<file path="src/shared/lpmc_pkg.sv">
package lpmc_pkg;
  // ------------------------------------------------------------
  // Register map
  // ------------------------------------------------------------
  localparam logic [7:0] STANDBY_CTRL_OFS = 8'h00;
  localparam logic [7:0] IDLE_RUN_OFS = 8'h04;
  localparam logic [7:0] OSC_CTRL_OFS = 8'h08;
  localparam logic [7:0] STATUS_OFS = 8'h0C;
  localparam logic [7:0] PORT_IE_OFS = 8'h10;
  localparam logic [7:0] PORT_OC_OFS = 8'h14;
  localparam logic [7:0] PORT_FS_OFS = 8'h18;

  // ------------------------------------------------------------
  // Field positions
  // ------------------------------------------------------------
  localparam int STBY_LSB = 0;
  localparam int DRIVE_EN_BIT = 8;
  localparam int WAKE_DET_BIT = 9;
  localparam int HIGH_OSC_BIT = 0;
  localparam int LOW_OSC_BIT = 1;
  localparam int SLOW_SEL_BIT = 2;
  localparam int WARM_LSB = 16;
  localparam int DBG_FS_BIT = 8;

  // ------------------------------------------------------------
  // Mode codes and reset values
  // ------------------------------------------------------------
  localparam logic [2:0] STBY_STOP = 3'h1;
  localparam logic [2:0] STBY_SLEEP = 3'h2;
  localparam logic [2:0] STBY_IDLE = 3'h3;
  localparam logic [2:0] STBY_RST = 3'h0;
  localparam logic [4:0] IDLE_RUN_RST = 5'h00;
  localparam logic [15:0] WARM_TICKS_RST = 16'h00C8;
  localparam int NUM_UNITS = 5;
  localparam int NUM_PINS = 8;

  // ------------------------------------------------------------
  // Timing
  // ------------------------------------------------------------
  localparam int CLK_PERIOD_NS = 10;
  localparam int WARM_TICK_NS = 1000;
  localparam int WARM_TICK_CYC = (WARM_TICK_NS + CLK_PERIOD_NS - 1) / CLK_PERIOD_NS;

  typedef enum logic [2:0] {
    LPMC_RUN,
    LPMC_IDLE,
    LPMC_SLEEP,
    LPMC_STOP,
    LPMC_WARM
  } lpmc_state_e;
endpackage

</file>
<file path="src/shared/lpmc_wake_if.sv">
`timescale 1ns/1ps
`default_nettype none
interface lpmc_wake_if;
  logic start;
  logic [15:0] ticks;
  logic busy;
  logic done;
  modport ctl (output start, output ticks, input busy, input done);
  modport cnt (input start, input ticks, output busy, output done);
endinterface
`default_nettype wire

</file>
<file path="src/core/lpmc_warmup.sv">
`timescale 1ns/1ps
`default_nettype none
module lpmc_warmup
  import lpmc_pkg::*;
(
  input wire logic ref_clk,
  input wire logic rst,
  lpmc_wake_if.cnt wake
);
  logic [7:0] divCnt_q;
  logic tick;
  logic [15:0] remain_q;
  logic busy_q;
  logic done_q;

  // ------------------------------------------------------------
  // Tick divider
  // ------------------------------------------------------------
  assign tick = (divCnt_q == 8'(WARM_TICK_CYC - 1));

  always_ff @(posedge ref_clk) begin
    if (rst || wake.start || tick) begin
      divCnt_q <= 8'h00;
    end else begin
      divCnt_q <= divCnt_q + 8'h01;
    end
  end

  // ------------------------------------------------------------
  // Counter
  // ------------------------------------------------------------
  always_ff @(posedge ref_clk) begin
    if (rst) begin
      remain_q <= 16'h0000;
      busy_q <= 1'b0;
      done_q <= 1'b0;
    end else begin
      done_q <= 1'b0;
      if (wake.start) begin
        remain_q <= wake.ticks;
        busy_q <= 1'b1;
      end else if (busy_q && tick) begin
        // Zero ticks still waits one tick, never skips the wait
        if (remain_q <= 16'h0001) begin
          busy_q <= 1'b0;
          done_q <= 1'b1;
        end
        remain_q <= remain_q - 16'h0001;
      end
    end
  end

  assign wake.busy = busy_q;
  assign wake.done = done_q;
endmodule // lpmc_warmup
`default_nettype wire

</file>
<file path="src/core/lpmc_top.sv">
// How it works
// RQ1: Software writes mode field, then wait-for-interrupt enters that mode.
// RQ2: Mode codes STOP 001, SLEEP 010, IDLE 011; other writes ignored.
// RQ3: Reset or interrupt releases; interrupt needs detection set up beforehand; IDLE and NMI releases here skip the wake-detect bit.
// RQ4: Wait-for-event never enters a low-power mode; no event wakes it.
// RQ5: Core deep-sleep bit is unused; software must leave it clear.
// RQ6: IDLE stops only the core clock; oscillators, PLL, RTC, ports run.
// RQ7: In IDLE each unit runs only if its run-enable bit is set.
// RQ8: SLEEP keeps low oscillator, RTC, clock generator, ports; returns to prior mode.
// RQ9: STOP halts everything; release returns to prior mode.
// RQ10: STOP pins follow drive-enable; crystal outputs high.
// RQ11: Interrupt input pins stay live in STOP; debug outputs only when valid.
// RQ12: Software stops units before SLOW; they get no clock there.
// RQ13: SLOW never stops the high oscillator; only its enable bit does.
// RQ14: Software sets the debug pin to port use when not debugging.
// RQ15: Leaving STOP, or SLEEP toward NORMAL, runs the warm-up counter first.
// RQ16: Reset returns to NORMAL, clears registers, with no warm-up.
// RQ17: Mode field sampled at wait-for-interrupt sets gating until release.
//
// The address map and the APB register port are this design's own decisions.
`timescale 1ns/1ps
`default_nettype none
module lpmc_top
  import lpmc_pkg::*;
(
  input wire logic ref_clk,
  input wire logic rst,
  input wire logic psel,
  input wire logic penable,
  input wire logic pwrite,
  input wire logic [7:0] paddr,
  input wire logic [31:0] pwdata,
  output logic [31:0] prdata,
  output logic pready,
  output logic pslverr,
  input wire logic coreWfi,
  input wire logic irqPending,
  input wire logic nmiPin,
  input wire logic dbgDataValid,
  output logic coreClkEn,
  output logic [NUM_UNITS-1:0] unitClkEn,
  output logic pllEn,
  output logic highOscEn,
  output logic lowOscEn,
  output logic rtcClkEn,
  output logic clockGenEn,
  output logic slowClkSel,
  output logic [NUM_PINS-1:0] portInEn,
  output logic [NUM_PINS-1:0] portOutEn,
  output logic xtalOutHigh,
  output logic debugOutEn
);
  lpmc_state_e state_q;
  logic [2:0] stby_q;
  logic driveEn_q;
  logic wakeDetEn_q;
  logic [NUM_UNITS-1:0] idleRun_q;
  logic highOscBit_q;
  logic lowOscBit_q;
  logic slowSel_q;
  logic [15:0] warmTicks_q;
  logic [NUM_PINS-1:0] portIe_q;
  logic [NUM_PINS-1:0] portOc_q;
  logic [NUM_PINS-1:0] intFunc_q;
  logic debugFunc_q;
  logic [31:0] prdata_q;
  logic pslverr_q;
  logic nmiMeta_q;
  logic nmiSync_q;
  logic setup;
  logic wrAccess;
  logic mapped;
  logic [31:0] rdMux;
  logic release_;
  logic running;
  logic inStop;

  lpmc_wake_if wake ();

  lpmc_warmup u_warmup (
    .ref_clk(ref_clk),
    .rst(rst),
    .wake(wake)
  );

  // ------------------------------------------------------------
  // APB slave
  // ------------------------------------------------------------
  assign setup = psel && !penable;
  assign wrAccess = psel && penable && pwrite && !pslverr_q;
  assign pready = 1'b1;
  assign prdata = prdata_q;
  assign pslverr = pslverr_q;

  always_comb begin
    mapped = 1'b1;
    rdMux = 32'h0000_0000;
    unique case (paddr)
      STANDBY_CTRL_OFS: begin
        rdMux[STBY_LSB +: 3] = stby_q;
        rdMux[DRIVE_EN_BIT] = driveEn_q;
        rdMux[WAKE_DET_BIT] = wakeDetEn_q;
      end
      IDLE_RUN_OFS: rdMux[NUM_UNITS-1:0] = idleRun_q;
      OSC_CTRL_OFS: begin
        rdMux[HIGH_OSC_BIT] = highOscBit_q;
        rdMux[LOW_OSC_BIT] = lowOscBit_q;
        rdMux[SLOW_SEL_BIT] = slowSel_q;
        rdMux[WARM_LSB +: 16] = warmTicks_q;
      end
      STATUS_OFS: rdMux[3:0] = {wake.busy, state_q};
      PORT_IE_OFS: rdMux[NUM_PINS-1:0] = portIe_q;
      PORT_OC_OFS: rdMux[NUM_PINS-1:0] = portOc_q;
      PORT_FS_OFS: begin
        rdMux[NUM_PINS-1:0] = intFunc_q;
        rdMux[DBG_FS_BIT] = debugFunc_q;
      end
      default: mapped = 1'b0;
    endcase
  end

  // Answer prepared in setup so data comes straight from a flop
  always_ff @(posedge ref_clk) begin
    if (rst) begin
      prdata_q <= 32'h0000_0000;
      pslverr_q <= 1'b0;
    end else if (setup) begin
      prdata_q <= pwrite ? 32'h0000_0000 : rdMux;
      pslverr_q <= !mapped;
    end
  end

  // RQ16 registers reset: all clear except high osc bit (set) and warm-up ticks (0x00C8)
  always_ff @(posedge ref_clk) begin
    if (rst) begin
      stby_q <= STBY_RST;
      driveEn_q <= 1'b0;
      wakeDetEn_q <= 1'b0;
      idleRun_q <= IDLE_RUN_RST;
      highOscBit_q <= 1'b1;
      lowOscBit_q <= 1'b0;
      slowSel_q <= 1'b0;
      warmTicks_q <= WARM_TICKS_RST;
      portIe_q <= '0;
      portOc_q <= '0;
      intFunc_q <= '0;
      debugFunc_q <= 1'b0;
    end else if (wrAccess) begin
      unique case (paddr)
        STANDBY_CTRL_OFS: begin
          // RQ2 illegal codes dropped
          if (pwdata[STBY_LSB +: 3] inside {STBY_STOP, STBY_SLEEP, STBY_IDLE}) begin
            stby_q <= pwdata[STBY_LSB +: 3];
          end
          driveEn_q <= pwdata[DRIVE_EN_BIT];
          wakeDetEn_q <= pwdata[WAKE_DET_BIT];
        end
        IDLE_RUN_OFS: idleRun_q <= pwdata[NUM_UNITS-1:0];
        OSC_CTRL_OFS: begin
          highOscBit_q <= pwdata[HIGH_OSC_BIT];
          lowOscBit_q <= pwdata[LOW_OSC_BIT];
          slowSel_q <= pwdata[SLOW_SEL_BIT];
          warmTicks_q <= pwdata[WARM_LSB +: 16];
        end
        PORT_IE_OFS: portIe_q <= pwdata[NUM_PINS-1:0];
        PORT_OC_OFS: portOc_q <= pwdata[NUM_PINS-1:0];
        PORT_FS_OFS: begin
          intFunc_q <= pwdata[NUM_PINS-1:0];
          debugFunc_q <= pwdata[DBG_FS_BIT];
        end
        default: ;
      endcase
    end
  end

  // ------------------------------------------------------------
  // Wake sources
  // ------------------------------------------------------------
  always_ff @(posedge ref_clk) begin
    if (rst) begin
      nmiMeta_q <= 1'b0;
      nmiSync_q <= 1'b0;
    end else begin
      nmiMeta_q <= nmiPin;
      nmiSync_q <= nmiMeta_q;
    end
  end

  // RQ3 interrupt release gating
  always_comb begin
    release_ = 1'b0;
    unique case (state_q)
      LPMC_IDLE: release_ = irqPending || nmiSync_q;
      LPMC_SLEEP, LPMC_STOP: release_ = (irqPending && wakeDetEn_q) || nmiSync_q;
      default: release_ = 1'b0;
    endcase
  end

  // ------------------------------------------------------------
  // Mode sequencer
  // ------------------------------------------------------------
  // Prior mode kept in slowSel_q, so release lands back in NORMAL or SLOW
  assign wake.ticks = warmTicks_q;
  // RQ15 auto warm-up start
  assign wake.start = release_ &&
    ((state_q == LPMC_STOP) || (state_q == LPMC_SLEEP && !slowSel_q));

  always_ff @(posedge ref_clk) begin
    // RQ16 reset to NORMAL
    if (rst) begin
      state_q <= LPMC_RUN;
    end else begin
      unique case (state_q)
        // RQ1 entry on wfi
        // RQ17 mode field sampled
        LPMC_RUN: begin
          if (coreWfi) begin
            unique case (stby_q)
              STBY_IDLE: state_q <= LPMC_IDLE;
              STBY_SLEEP: state_q <= LPMC_SLEEP;
              STBY_STOP: state_q <= LPMC_STOP;
              default: state_q <= LPMC_RUN;
            endcase
          end
        end
        LPMC_IDLE: if (release_) state_q <= LPMC_RUN;
        // RQ8 back to prior mode
        // RQ9 back to prior mode
        LPMC_SLEEP, LPMC_STOP: if (release_) state_q <= wake.start ? LPMC_WARM : LPMC_RUN;
        LPMC_WARM: if (wake.done) state_q <= LPMC_RUN;
      endcase
    end
  end

  // ------------------------------------------------------------
  // Clock gating
  // ------------------------------------------------------------
  assign running = (state_q == LPMC_RUN);
  assign inStop = (state_q == LPMC_STOP);
  // RQ6 only core halts
  assign coreClkEn = running;
  assign slowClkSel = slowSel_q;
  // Warm-up toward NORMAL (slowSel_q clear) keeps the PLL on so it settles with the oscillator
  assign pllEn = (running && !slowSel_q) || (state_q == LPMC_IDLE) ||
    (state_q == LPMC_WARM && !slowSel_q);
  // RQ13 slow leaves high osc alone
  assign highOscEn = highOscBit_q && (running || state_q == LPMC_IDLE ||
    (state_q == LPMC_WARM && !slowSel_q));
  // RQ8 low osc survives sleep
  assign lowOscEn = lowOscBit_q && !inStop;
  // RQ9 everything stops
  assign rtcClkEn = !inStop;
  assign clockGenEn = !inStop;

  genvar u;
  generate
    for (u = 0; u < NUM_UNITS; u++) begin : g_unit
      // RQ7 per-unit idle run
      // RQ12 unclocked in slow
      assign unitClkEn[u] = (running && !slowSel_q) || (state_q == LPMC_IDLE && idleRun_q[u]);
    end
  endgenerate

  // ------------------------------------------------------------
  // Pin control
  // ------------------------------------------------------------
  genvar p;
  generate
    for (p = 0; p < NUM_PINS; p++) begin : g_pin
      // RQ10 drive-enable pin state
      // RQ11 interrupt inputs stay live
      assign portInEn[p] = portIe_q[p] &&
        (!inStop || driveEn_q || intFunc_q[p]);
      assign portOutEn[p] = portOc_q[p] && (!inStop || driveEn_q);
    end
  endgenerate

  // RQ10 crystal outputs high
  assign xtalOutHigh = inStop;
  // RQ11 debug drive when valid
  assign debugOutEn = debugFunc_q && (!inStop || dbgDataValid);
endmodule // lpmc_top
`default_nettype wire

</file>
<file path="config.mk">
export PLATFORM = sky130hd
export DESIGN_NAME = lpmc_top
export DESIGN_NICKNAME = d
export VERILOG_FILES = /design/src/shared/lpmc_pkg.sv /design/src/shared/lpmc_wake_if.sv /design/src/core/lpmc_warmup.sv /design/src/core/lpmc_top.sv
export SDC_FILE = /design/constraint.sdc
export NUM_CORES = 1
export LEC_CHECK = 0
export BUFFER_PORTS_ARGS = -buffer_cell sky130_fd_sc_hd__clkbuf_2
export CAP_MARGIN = 20
export CORE_ASPECT_RATIO = 1.4
export CORE_MARGIN = 3
export CORE_UTILIZATION = 35
export CTS_CLUSTER_SIZE = 14
export DETAILED_ROUTE_END_ITERATION = 8
export GPL_TIMING_DRIVEN = 1
export SYNTH_ARGS = -nofsm -noshare
export SYNTH_HDL_FRONTEND = slang
export SYNTH_HIERARCHICAL = 1
export SYNTH_SLANG_ARGS = --single-unit
</file>
<file path="constraint.sdc">
create_clock -name ref_clk -period 3.5 [get_ports ref_clk]
set_clock_uncertainty 0.15 [all_clocks]
set_input_delay 0.175 -clock ref_clk [delete_from_list [all_inputs] [get_ports ref_clk]]
set_output_delay 0.175 -clock ref_clk [all_outputs]
set_load 0.05 [all_outputs]
</file>
==> results of run 1 <==
## synth_stat cells (3+ instances only)
cell type  count
nand4_1        8
nor2_1        90
nor3b_1        3
nor2b_1        6
a22oi_1       17
a311oi_1       6
o31ai_1        6
nand3_1       10
o22ai_1        3
nor4_1         7
nand4b_1       3
inv_1         15
buf_2          5
a22o_1         3
nor3_1        10
a21oi_1       36
a211oi_1       6
dfxtp_1      112
o21a_1        12
or3_1          8
clkbuf_1      25
nand2_1       60
a221oi_1       6
ha_1           3
and2_1         9
buf_4          9
nand3b_1       5
o21ai_0       14
nor4b_1        6
xnor2_1        3
mux2i_1       45
xor2_1         6
or4_1          4
a32oi_1        3
## cell type report
type / instances / area, µm² / area share [%]
flip-flops and latches: 112 / 2240 / 35.1
clock buffers: 11 / 233 / 3.65
well taps: 189 / 236 / 3.71
inverters: 16 / 60.1 / 0.941
repair buffers: 134 / 818 / 12.8
multi-input cells: 439 / 2740 / 42.9
clock inverters: 4 / 55.1 / 0.863
## power breakdown
group	switching (W)	internal [W]	total, W
Sequential	0.00000423	0.00128	0.00128
Clock	0.000465	0.000557	0.00102
Combinational	0.0000978	0.0000548	0.000153
Total	0.000567	0.00189	0.00246
## how the worst min path moves through the flow
stage,cells past startpoint,start,to,slack (ns)
6_report,3,pwdata[0],highOscBit_q,0.04
3_5_place_dp,3,pwdata[22],wake.ticks[6],0.24
3_3_place_gp,3,pwdata[22],wake.ticks[6],0.24
4_1_cts,3,pwdata[0],highOscBit_q,0.03
5_1_grt,3,pwdata[1],lowOscBit_q,0.05
2_1_floorplan,2,pwdata[0],highOscBit_q,0.15
## worst min-delay path, stage by stage
cell and delay [ns]:
clkbuf_2 0.18, nand2_1 0.07, nand3b_1 0.07
## per-layer routing
metal / wire, µm / part of all wire (%) / GRT usage (%) / vias up
met2: 7850 / 54 / 32.4 / 116
met4: 159 / 1.1 / 5.61 / 0
met5: 0 / 0 / 0 / -
met1: 6040 / 41 / 21.0 / 2256
met3: 605 / 4.1 / 2.96 / 10
li1: - / - / - / 2372
## flip-flops by register name, indices dropped and copies added, names as in the netlist, 3 cells and up
signal,flops
idleRun_q,5
state_q,3
u_warmup/divCnt_q,8
prdata,26
u_warmup/remain_q,16
portIe_q,8
stby_q,3
intFunc_q,8
portOc_q,8
wake.ticks,16
## per-stage QoR
stage	hold slack, ns	total power, W
finish	0.0378	0.00246
global route	0.0454	0.00254
CTS	0.0278	0.00248
detailed placement	0.243	0.00144
global placement	0.236	0.00144
floorplan	0.146	0.00140
## cell families (layout without fill, tap and decap cells)
family	Yosys count	after routing	share of synthesized area, %
and+or+nand+nor	250	250	24.7
AOI/OAI and AO/OA	125	125	16.2
DFF	112	112	42.9
buffers and inverters	59	165	5.29
muxes	45	45	8.61
xor gates and xnor gates	9	9	1.51
adders and majority gates	3	3	0.718
other	2	7	0.144
## layout by cell type, fill, tap and decap left out, types with 10 or more instances in the layout
cell / count
nor2_1: 90
nor3_1: 10
inv_1: 15
o21ai_0: 14
mux2i_1: 45
buf_4: 11
dfxtp_1: 112
nand3_1: 10
nand2_1: 60
o21a_1: 12
a22oi_1: 17
clkbuf_2: 98
a21oi_1: 36
dlygate4sd3_1: 24
## what timing repair did
action,in CTS,in global routing
hold buffers,24,0
hold endpoints to repair,36,0
gates resized for setup,0,0
buffers inserted,0,0
==> summary.txt, run 1 <==
Outcome
  – Status: complete, no violations

Worst setup path
  – Worst R2R Start: u_warmup/divCnt_q[0]
  – Crit Path Category: register to primary output
  – CP delay by family, top: simple AND/OR/NAND/NOR gates
  – Worst path required time: 3.17 ns
  – Buf/Inv on CP: 2
  – CP startpoint: state_q[1]
  – Slowest stage delay, CP: about 0.51 ns
  – Crit-path max FO: 16
  – Reg2reg path depth: 6
  – R2r setup slk: 1.02 ns
  – Worst Setup End Kind: primary output
  – CP Cell Sequence: inv_1 -> nor2_1 -> nand3_1 -> o21a_1 -> clkbuf_2
  – Worst EP arrival: 2.36 ns
  – CP Launch Type: register
  – CP Capture Point: portInEn[5]
  – Worst path depth: 5
  – Reg-to-reg critical path endpoint: u_warmup/remain_q[10]
  – Slowest CP cell: dfxtp_1

Finish
  – Final instance area: 6380 µm²
  – Nets: 764
  – Finished Layout Cells: between 900 and 1000
  – Final core occ: between 40% and 50%
  – Layout fillers: 1447
  – Diodes inserted: 0
  – Fraction of layout cells with a size suffix above 1: approximately a fifth
  – Layout area overhead: 22.0%

Synth
  – Number of synthesized flops with an enable pin: 0
  – Ys async rst share: 0%
  – Post-synthesis instance total: 605
  – Top cells by area, synth: dfxtp_1, mux2i_1, nor2_1
  – Register area share after synthesis: 42.9%
  – Post-synth cell types: between 60 and 70
  – Yosys top cell area share: 42.9%
  – Ys Warns: 6
  – Syn avg cell area: 8.64 µm²
  – Netlist Area Pre-Place: 5230 µm²
  – FF+latch count, synth: roughly 110
  – Synth Flop Type: dfxtp_1
  – Area leader, netlist: dfxtp_1

Clock network
  – CTS clk-pin slew, worst paths: about 0.070 ns
  – H-tree depth: 3
  – TritonCTS Buffers: 9
  – CTS tree: done
  – CTS root buffer: clkbuf_16
  – CTS Sinks: 112
  – Clock Latency Late Sink: about 0.35 ns
  – Clk buf depth: 2

Power
  – Power Dens Cells: a little under 400 nW/µm²
  – Leakage power total: 2.65 nW
  – Peak supply drop: around 0.00022 V

Die
  – Die width: between 100 and 150 µm
  – Io pins: between 100 and 150
  – Core area: 14600 µm²
  – Die ar.: 16500 µm²
  – Die H: 151 µm
  – Initial Utilization: a little over a third
  – Row cnt: 52

Detailed routing
  – Final antenna-violating net count: 0
  – Via density: 5.25
  – WL/cell: 16.2 µm
  – Post-route DRC: 0
  – Routed Wire Length: 14700 µm
  – DRT iter0 DRCs: roughly 220
  – Drt first pass iters: 4
  – Vias after detailed routing: approximately 4800

Global routing
  – Vias in the first global route: 4533
  – Initial antenna violation count: 0
  – Largest net degree at the start of global routing: 53
  – Global-route wire length before repair: roughly 23000 µm
  – Total gr overflow: 0
  – GRT Total Usage: 17.8%

Timing
  – Final period util: 76.6%
  – Final setup fails: 0
  – Max Slew Vio Count: 0
  – Fmax: 373 MHz
  – Post-route setup TNS: 0 ns
  – Slew @ Worst Pin: between 0.7 and 0.8 ns
  – RSZ-0062 raised after global routing: false
  – Hold Fails Final Rpt: 0
  – Period minus WS final: 2.68 ns
  – Slack of the critical path: 0.819 ns
  – Relative slew slack: 47.2%

Place
  – HPWL after DPL: 10600 µm
  – Post-DP Area: slightly below 6000 µm²
  – I/O Buffers: between 90 and 100
  – GPL Wtd Cong: roughly 0.9
  – Placed insts: 866
  – Setup slack at placement: 0.862 ns

Run
  – Max cap viols: 0

Worst hold path
  – Min-delay worst type: input pin to register
No activity file was read; power rests on OpenSTA's default activity.
==> inputs of run 2 (changes only) <==
Settings changed: ABC_AREA set to 1.
Clock period 3.5 ns to 2.4 ns, I/O delays scaled along.
==> summary.txt, run 2 <==
Place
  – HPWL after DPL: 12300 µm (+15%)
  – I/O Buffers: 99 (unchanged)
  – GPL Wtd Cong: 0.859 (-1.8%)
  – Post-DP Area: 6170 µm² (+5.4%)
  – Setup slack at placement: 0.356 ns (-0.506 ns)

Power
  – Leakage power total: 3.15 nW (+19%)
  – Peak supply drop: 0.000530 V (+140%)
  – Power Dens Cells: 770 nW/µm² (+100%)
  – Total power: 0.00523 W (+110%)

Finish
  – Commonest cells after routing, fill and taps aside: nand2_1, dfxtp_1, nor2_1
  – Most common cell after layout, fill and taps aside: nand2_1
  – Nets: 994 (+30%)
  – Max reg flops: 26 (unchanged)
  – Layout fillers: 1655 (+14%)
  – Diodes inserted: 0 (unchanged)
  – Fraction of layout cells with a size suffix above 1: 17.5% (-1.2 points)
  – Sequential Area: 2240 µm² (unchanged)
  – Final instance area: 6780 µm² (+6.3%)
  – Layout area overhead: 23.1%
  – Multi-input gate area: 2670 µm² (-2.5%)

Worst setup path
  – CP Launch Type: register
  – Crit-path max FO: 8 (-8)
  – Crit Path Category: register to primary output
  – Reg2reg path depth: 11 (+5)
  – Worst EP arrival: 1.90 ns (-0.46 ns)
  – Worst Setup End Kind: primary output
  – Worst path required time: 2.13 ns (-1.04 ns)

Timing
  – Hold Fails Final Rpt: 0 (unchanged)
  – Fmax: 460 MHz
  – Max Slew Vio Count: 0 (unchanged)
  – RSZ-0062 raised after global routing: false
  – Post-route setup TNS: 0 ns (unchanged)
  – Relative slew slack: 60.3% (+13 points)
  – Slack of the critical path: 0.227 ns (-0.592 ns)
  – Period minus WS final: 2.17 ns
  – Final period util: 90.5%
  – Final hold slack: 0.0184 ns (-0.0194 ns)
  – Slew @ Worst Pin: 0.593 ns (-0.199 ns)
  – Final setup fails: 0 (unchanged)

Synth
  – Number of synthesized flops with an enable pin: 0 (unchanged)
  – Area leader, netlist: dfxtp_1
  – Ys Warns: 6 (unchanged)
  – FF+latch count, synth: 112 (unchanged)
  – Post-synthesis instance total: 819 (+35%)
  – Post-synthesis xor/xnor area fraction: 0.954% (-0.55 points)
  – Ys async rst share: 0% (unchanged)
  – Most instantiated cells after synthesis: nand2_1, dfxtp_1, nor2_1, inv_1, a21oi_1
  – Yosys top cell area share: 40.7% (-2.2 points)
  – Syn avg cell area: 6.73 µm² (-22%)
  – Post-synthesis mux area share: 0% (-8.6 points)
  – Adder-cell share of the synthesized area: 0.681% (-0.037 points)
  – Synth Flop Type: dfxtp_1
  – Top cells by area, synth: dfxtp_1, nand2_1, a21oi_1
  – Register area share after synthesis: 40.7% (-2.2 points)
  – Largest family of logic cells by synthesized area: simple AND/OR/NAND/NOR gates
  – Simple-gate area share of the yosys netlist: 31.1% (+6.4 points)
  – Compound-Gate Fraction of Synth Area: 15.2% (-0.96 points)
  – Count leader, synth: nand2_1
  – Post-synth cell types: 37 (-41%)
  – Netlist Area Pre-Place: 5510 µm² (+5.4%)

Global routing
  – Largest net degree at the start of global routing: 37 (-30%)
  – Global-route wire length before repair: 26400 µm (+15%)
  – Total gr overflow: 0 (unchanged)
  – Initial antenna violation count: 0 (unchanged)
  – Vias in the first global route: 5226 (+15%)
  – GRT Total Usage: 19.1% (+1.3 points)

Clock network
  – TritonCTS Buffers: 9 (unchanged)
  – CTS Sinks: 112 (unchanged)
  – CTS tree: done
  – # Post-CTS Setup Buffers: 0 (unchanged)
  – H-tree depth: 3 (unchanged)
  – CTS root buffer: clkbuf_16
  – Clock Latency Late Sink: 0.35 ns (about the same)
  – Clk buf depth: 2 (unchanged)
  – CTS clk-pin slew, worst paths: 0.08 ns (about the same)

Detailed routing
  – Via density: 4.82 (-8.2%)
  – Vias after detailed routing: 5492 (+16%)
  – Post-route DRC: 0 (unchanged)
  – Drt first pass iters: 5 (+1)
  – WL/cell: 14.4 µm (-11%)
  – Routed Wire Length: 16400 µm (+12%)
  – DRT iter0 DRCs: 410 (+83%)
  – Final antenna-violating net count: 0 (unchanged)

Die
  – Core area: 15300 µm² (+4.7%)
  – Initial Utilization: 36.1% (+0.25 points)
  – Die H: 154 µm (+2.5%)
  – Io pins: 113 (unchanged)
  – Die ar.: 17300 µm² (+5.1%)
  – Row cnt: 53 (+1.9%)
  – Die width: 112 µm (+2.5%)

Outcome
  – Status: complete, no violations

Run
  – Max cap viols: 0 (unchanged)

Worst hold path
  – Min-delay worst type: input pin to register
  – Hold path depth: 4 (+1)
-- run 2: changes by cell type in the layout (fill, tap and decap cells not counted), sizes merged, moves of 45 or more --
| cell | before | now |
|---|---|---|
| nand2 | 60 | 183 |
| inv | 16 | 107 |
| nand3 | 10 | 73 |
| o21ai | 14 | 69 |
| a21oi | 36 | 83 |
| mux2i | 45 | 0 |
-- run 2: cells by family (layout without fill, tap and decap cells) --
family,count (synthesis),in the layout
buffers and inverters,142,265
DFF,112,112
other,2,7
AOI/OAI and AO/OA,162,162
xor gates and xnor gates,6,6
adders and majority gates,3,3
and+or+nand+nor,392,392
-- run 2: path summary, 6_finish.rpt --
| check | slack [ns] | endpoint | from |
|---|---|---|---|
| worst max register to register | 0.33 | u_warmup/remain_q[1] | state_q[1] |
| worst max-delay path | 0.23 | portInEn[7] | state_q[1] |
| worst min-delay path | 0.02 | prdata[9] | pwrite |
| worst min register to register | 0.28 | nmiSync_q | nmiMeta_q |
-- run 2: power by group --
group          switching (W)  total (W)  internal [W]  leakage [nW]
Clock               0.000756    0.00160      0.000843         0.159
Combinational        0.00117    0.00164      0.000463          2.09
Sequential         0.0000654    0.00199       0.00192         0.904
-- run 2: cell type report --
type | count | share of cell area, %
Multi-Input combinational cell | 570 | 39.3
Clock inverter | 7 | 1.49
Clock buffer | 9 | 3.32
Tap cell | 192 | 3.54
Timing Repair Buffer | 143 | 13.4
Sequential cell | 112 | 33.1
Inverter | 106 | 5.86
-- run 2: critical path, stage by stage (launching register included) --
cell and delay [ns]:
dfxtp_1 0.40, inv_1 0.08, nor2_2 0.12, inv_2 0.06, nor2_4 0.15, inv_2 0.09, nor2_4 0.09, inv_2 0.09
o21ai_1 0.18, inv_1 0.05, clkbuf_2 0.23
-- run 2: stage by stage --
stage / std cells / util (%)
2_1_floorplan: 824 / -
3_3_place_gp: 1094 / 40.4
3_5_place_dp: 1094 / 40.4
4_1_cts: 1139 / 44.5
5_1_grt: 1139 / 44.5
6_report: 1139 / 44.5
-- run 2: what timing repair did --
| item | 4_1_cts | 5_1_grt |
|---|---|---|
| gates resized for setup | 0 | 1 |
| endpoints found under the setup margin | 0 | 1 |
| hold endpoints to repair | 44 | 0 |
| hold buffers | 29 | 0 |
-- run 2: routing by layer --
| metal | global-route usage (%) | part of all wire (%) | wire [µm] | vias to the layer above |
|---|---|---|---|---|
| met2 | 35.9 | 54 | 8830 | 144 |
| met5 | 0 | 0 | 0 | - |
| met1 | 21.0 | 39 | 6400 | 2476 |
| met3 | 2.66 | 3.8 | 622 | 31 |
| met4 | 8.59 | 3.3 | 544 | 0 |
| li1 | - | - | - | 2841 |
==> inputs of run 3 (changes only) <==
Settings changed: PLACE_DENSITY set to 0.66.
Clock period 2.4 ns to 2.65 ns, I/O delays scaled along.
==> summary.txt, run 3 (synthesized netlist as in run 2, its figures left out) <==
Timing
  – Relative slew slack: 57.6% (-2.7 points)
  – Final period util: about 87%
  – Slew @ Worst Pin: 0.634 ns (+0.0408 ns)
  – Fmax: 435 MHz
  – Hold Fails Final Rpt: 0 (unchanged)
  – Final setup fails: 0 (unchanged)
  – Max Slew Vio Count: 0 (unchanged)
  – Post-route setup TNS: 0 ns (unchanged)
  – Period minus WS final: 2.30 ns
  – Slack of the critical path: 0.352 ns (+0.125 ns)
  – RSZ-0062 raised after global routing: false

Die
  – Row cnt: 53 (unchanged)
  – Io pins: 113 (unchanged)
  – Die ar.: 17300 µm² (unchanged)
  – Die H: 154 µm (unchanged)
  – Initial Utilization: 36.1% (unchanged)
  – Core area: 15300 µm² (unchanged)
  – Die width: 112 µm (unchanged)

Global routing
  – GRT Total Usage: 18.1% (-0.96 points)
  – Initial antenna violation count: 0 (unchanged)
  – Vias in the first global route: 5189 (-0.71%)
  – Total gr overflow: 0 (unchanged)
  – GR met3 Demand/Resource: 3.33% (+0.67 points)
  – Met1 Use GR: 21.0% (-0.040 points)
  – Most used routing layer: met2
  – Largest net degree at the start of global routing: 39 (+5.4%)
  – Met2 usage in global routing: 32.6% (-3.3 points)
  – Global-route wire length before repair: 25400 µm (-4.0%)

Power
  – NetSw: 0.00176 W (-12%)
  – Power share of the clock group: 28.5% (-2.1 points)
  – Combinational share of power: 32.0% (+0.7 points)
  – Leakage power total: 3.11 nW (-1.4%)
  – Switch share: 38.5% (+0.30 points)
  – Power Dens Cells: 681 nW/µm² (-12%)
  – Peak supply drop: 0.000387 V (-27%)
  – P_int: 0.00281 W (-13%)
  – Flop pwr share: 39.5% (+1.4 points)

Detailed routing
  – Drt first pass iters: 5 (unchanged)
  – Post-route DRC: 0 (unchanged)
  – WL/cell: 14.0 µm (-3.0%)
  – Vias after detailed routing: 5523 (+0.56%)
  – DRT iter0 DRCs: 456 (+11%)
  – Final antenna-violating net count: 0 (unchanged)
  – Via density: 4.87 (+1.0%)
  – Routed Wire Length: 15800 µm (-3.4%)

Worst setup path
  – Reg2reg path depth: 11 (unchanged)
  – Worst path required time: 2.37 ns (+0.24 ns)
  – CP Launch Type: register
  – R2r setup slk: 0.44 ns (+0.11 ns)
  – Worst EP arrival: 2.02 ns (+0.12 ns)
  – Crit-path max FO: 8 (unchanged)
  – Crit Path Category: register to primary output
  – Worst Setup End Kind: primary output

Clock network
  – Clock Latency Late Sink: 0.35 ns (about the same)
  – CTS root buffer: clkbuf_16
  – CTS Sinks: 112 (unchanged)
  – TritonCTS Buffers: 9 (unchanged)
  – Post-CTS resize count: 0 (unchanged)
  – H-tree depth: 3 (unchanged)
  – Clk buf depth: 2 (unchanged)
  – CTS clk-pin slew, worst paths: 0.08 ns (about the same)
  – CTS tree: done

Finish
  – Commonest cells after routing, fill and taps aside: nand2_1, dfxtp_1, nor2_1
  – Max reg flops: 26 (unchanged)
  – Nets: 989 (-0.50%)
  – Fraction of layout cells with a size suffix above 1: 17.1% (-0.44 points)
  – Layout area overhead: 21.5%
  – Diodes inserted: 0 (unchanged)
  – Most common cell after layout, fill and taps aside: nand2_1
  – Final core occ: 43.9% (-0.57 points)

Run
  – Max cap viols: 0 (unchanged)

Place
  – GPL Wtd Cong: 0.905 (+5.3%)
  – I/O Buffers: 99 (unchanged)
  – Setup slack at placement: 0.460 ns (+0.104 ns)
  – HPWL after DPL: 11700 µm (-4.3%)

Worst hold path
  – Hold path depth: 4 (unchanged)
  – Min-delay worst type: input pin to register

Outcome
  – Status: complete, no violations
==> run 3: cell count changes in the layout (fill, tap and decap cells not counted) <==
cell           before  now
o21ai_0            59   60
clkinv_8            3    0
clkinv_4            0    2
clkbuf_1            0    1
buf_4              14   10
inv_8               0    1
dlygate4sd3_1      29   28
o21ai_1            10    9
bufinv_16           1    0
==> run 3: worst paths after layout <==
| kind | to | start |
|---|---|---|
| worst min register to register | nmiSync_q | nmiMeta_q |
| worst max register to register | u_warmup/remain_q[1] | state_q[1] |
| worst max-delay path | portInEn[6] | state_q[1] |
| worst min-delay path | pslverr | psel |
==> run 3: layout make-up <==
class	instances	area [µm²]
Multi-Input combinational cell	570	2670
Timing Repair Buffer	138	871
Inverter	106	398
Fill cell	1633	8550
Tap cell	192	240
Clock inverter	6	51.3
Clock buffer	10	229
Sequential cell	112	2240
==> run 3: power by group through the flow <==
stage	Combinational [W]	Sequential, W	Clock, W
final	0.00146	0.00180	0.00130
after global routing	0.00163	0.00181	0.00140
after CTS	0.00146	0.00180	0.00134
after detailed placement	0.00143	0.00184	0
after global placement	0.00142	0.00184	0
after floorplan	0.00112	0.00183	0
==> run 3: timing repair <==
item / in CTS / in global routing
setup buffers: 0 / 2
endpoints found under the hold margin: 46 / 0
hold buffers: 28 / 0
endpoints found under the setup margin: 0 / 1
==> run 3: per-layer routing <==
metal | vias to the layer above | wire length (µm)
li1 | 2834 | -
met1 | 2524 | 6490
met2 | 137 | 8170
met3 | 28 | 643
met4 | 0 | 525
met5 | - | 0
==> run 3: worst max-delay path, stage by stage (launching register included) <==
cell and delay (ns):
dfxtp_1 0.41, inv_1 0.09, nor2_2 0.11, inv_2 0.06, nor2_4 0.15, inv_2 0.09
nor2_4 0.14, inv_2 0.11, o21ai_0 0.20, inv_1 0.06, clkbuf_2 0.23
==> run 3: stage by stage <==
| step | power [W] | instance area [µm²] | instances | hold slack (ns) |
|---|---|---|---|---|
| 2_1_floorplan | 0.00295 | 5530 | 824 | 0.0516 |
| 4_1_cts | 0.00461 | 6680 | 1132 | 0.000339 |
| 6_report | 0.00456 | 6700 | 1134 | 0.00881 |
| 5_1_grt | 0.00485 | 6700 | 1134 | 0.0169 |
| 3_3_place_gp | 0.00326 | 6120 | 1088 | 0.202 |
| 3_5_place_dp | 0.00327 | 6120 | 1088 | 0.201 |
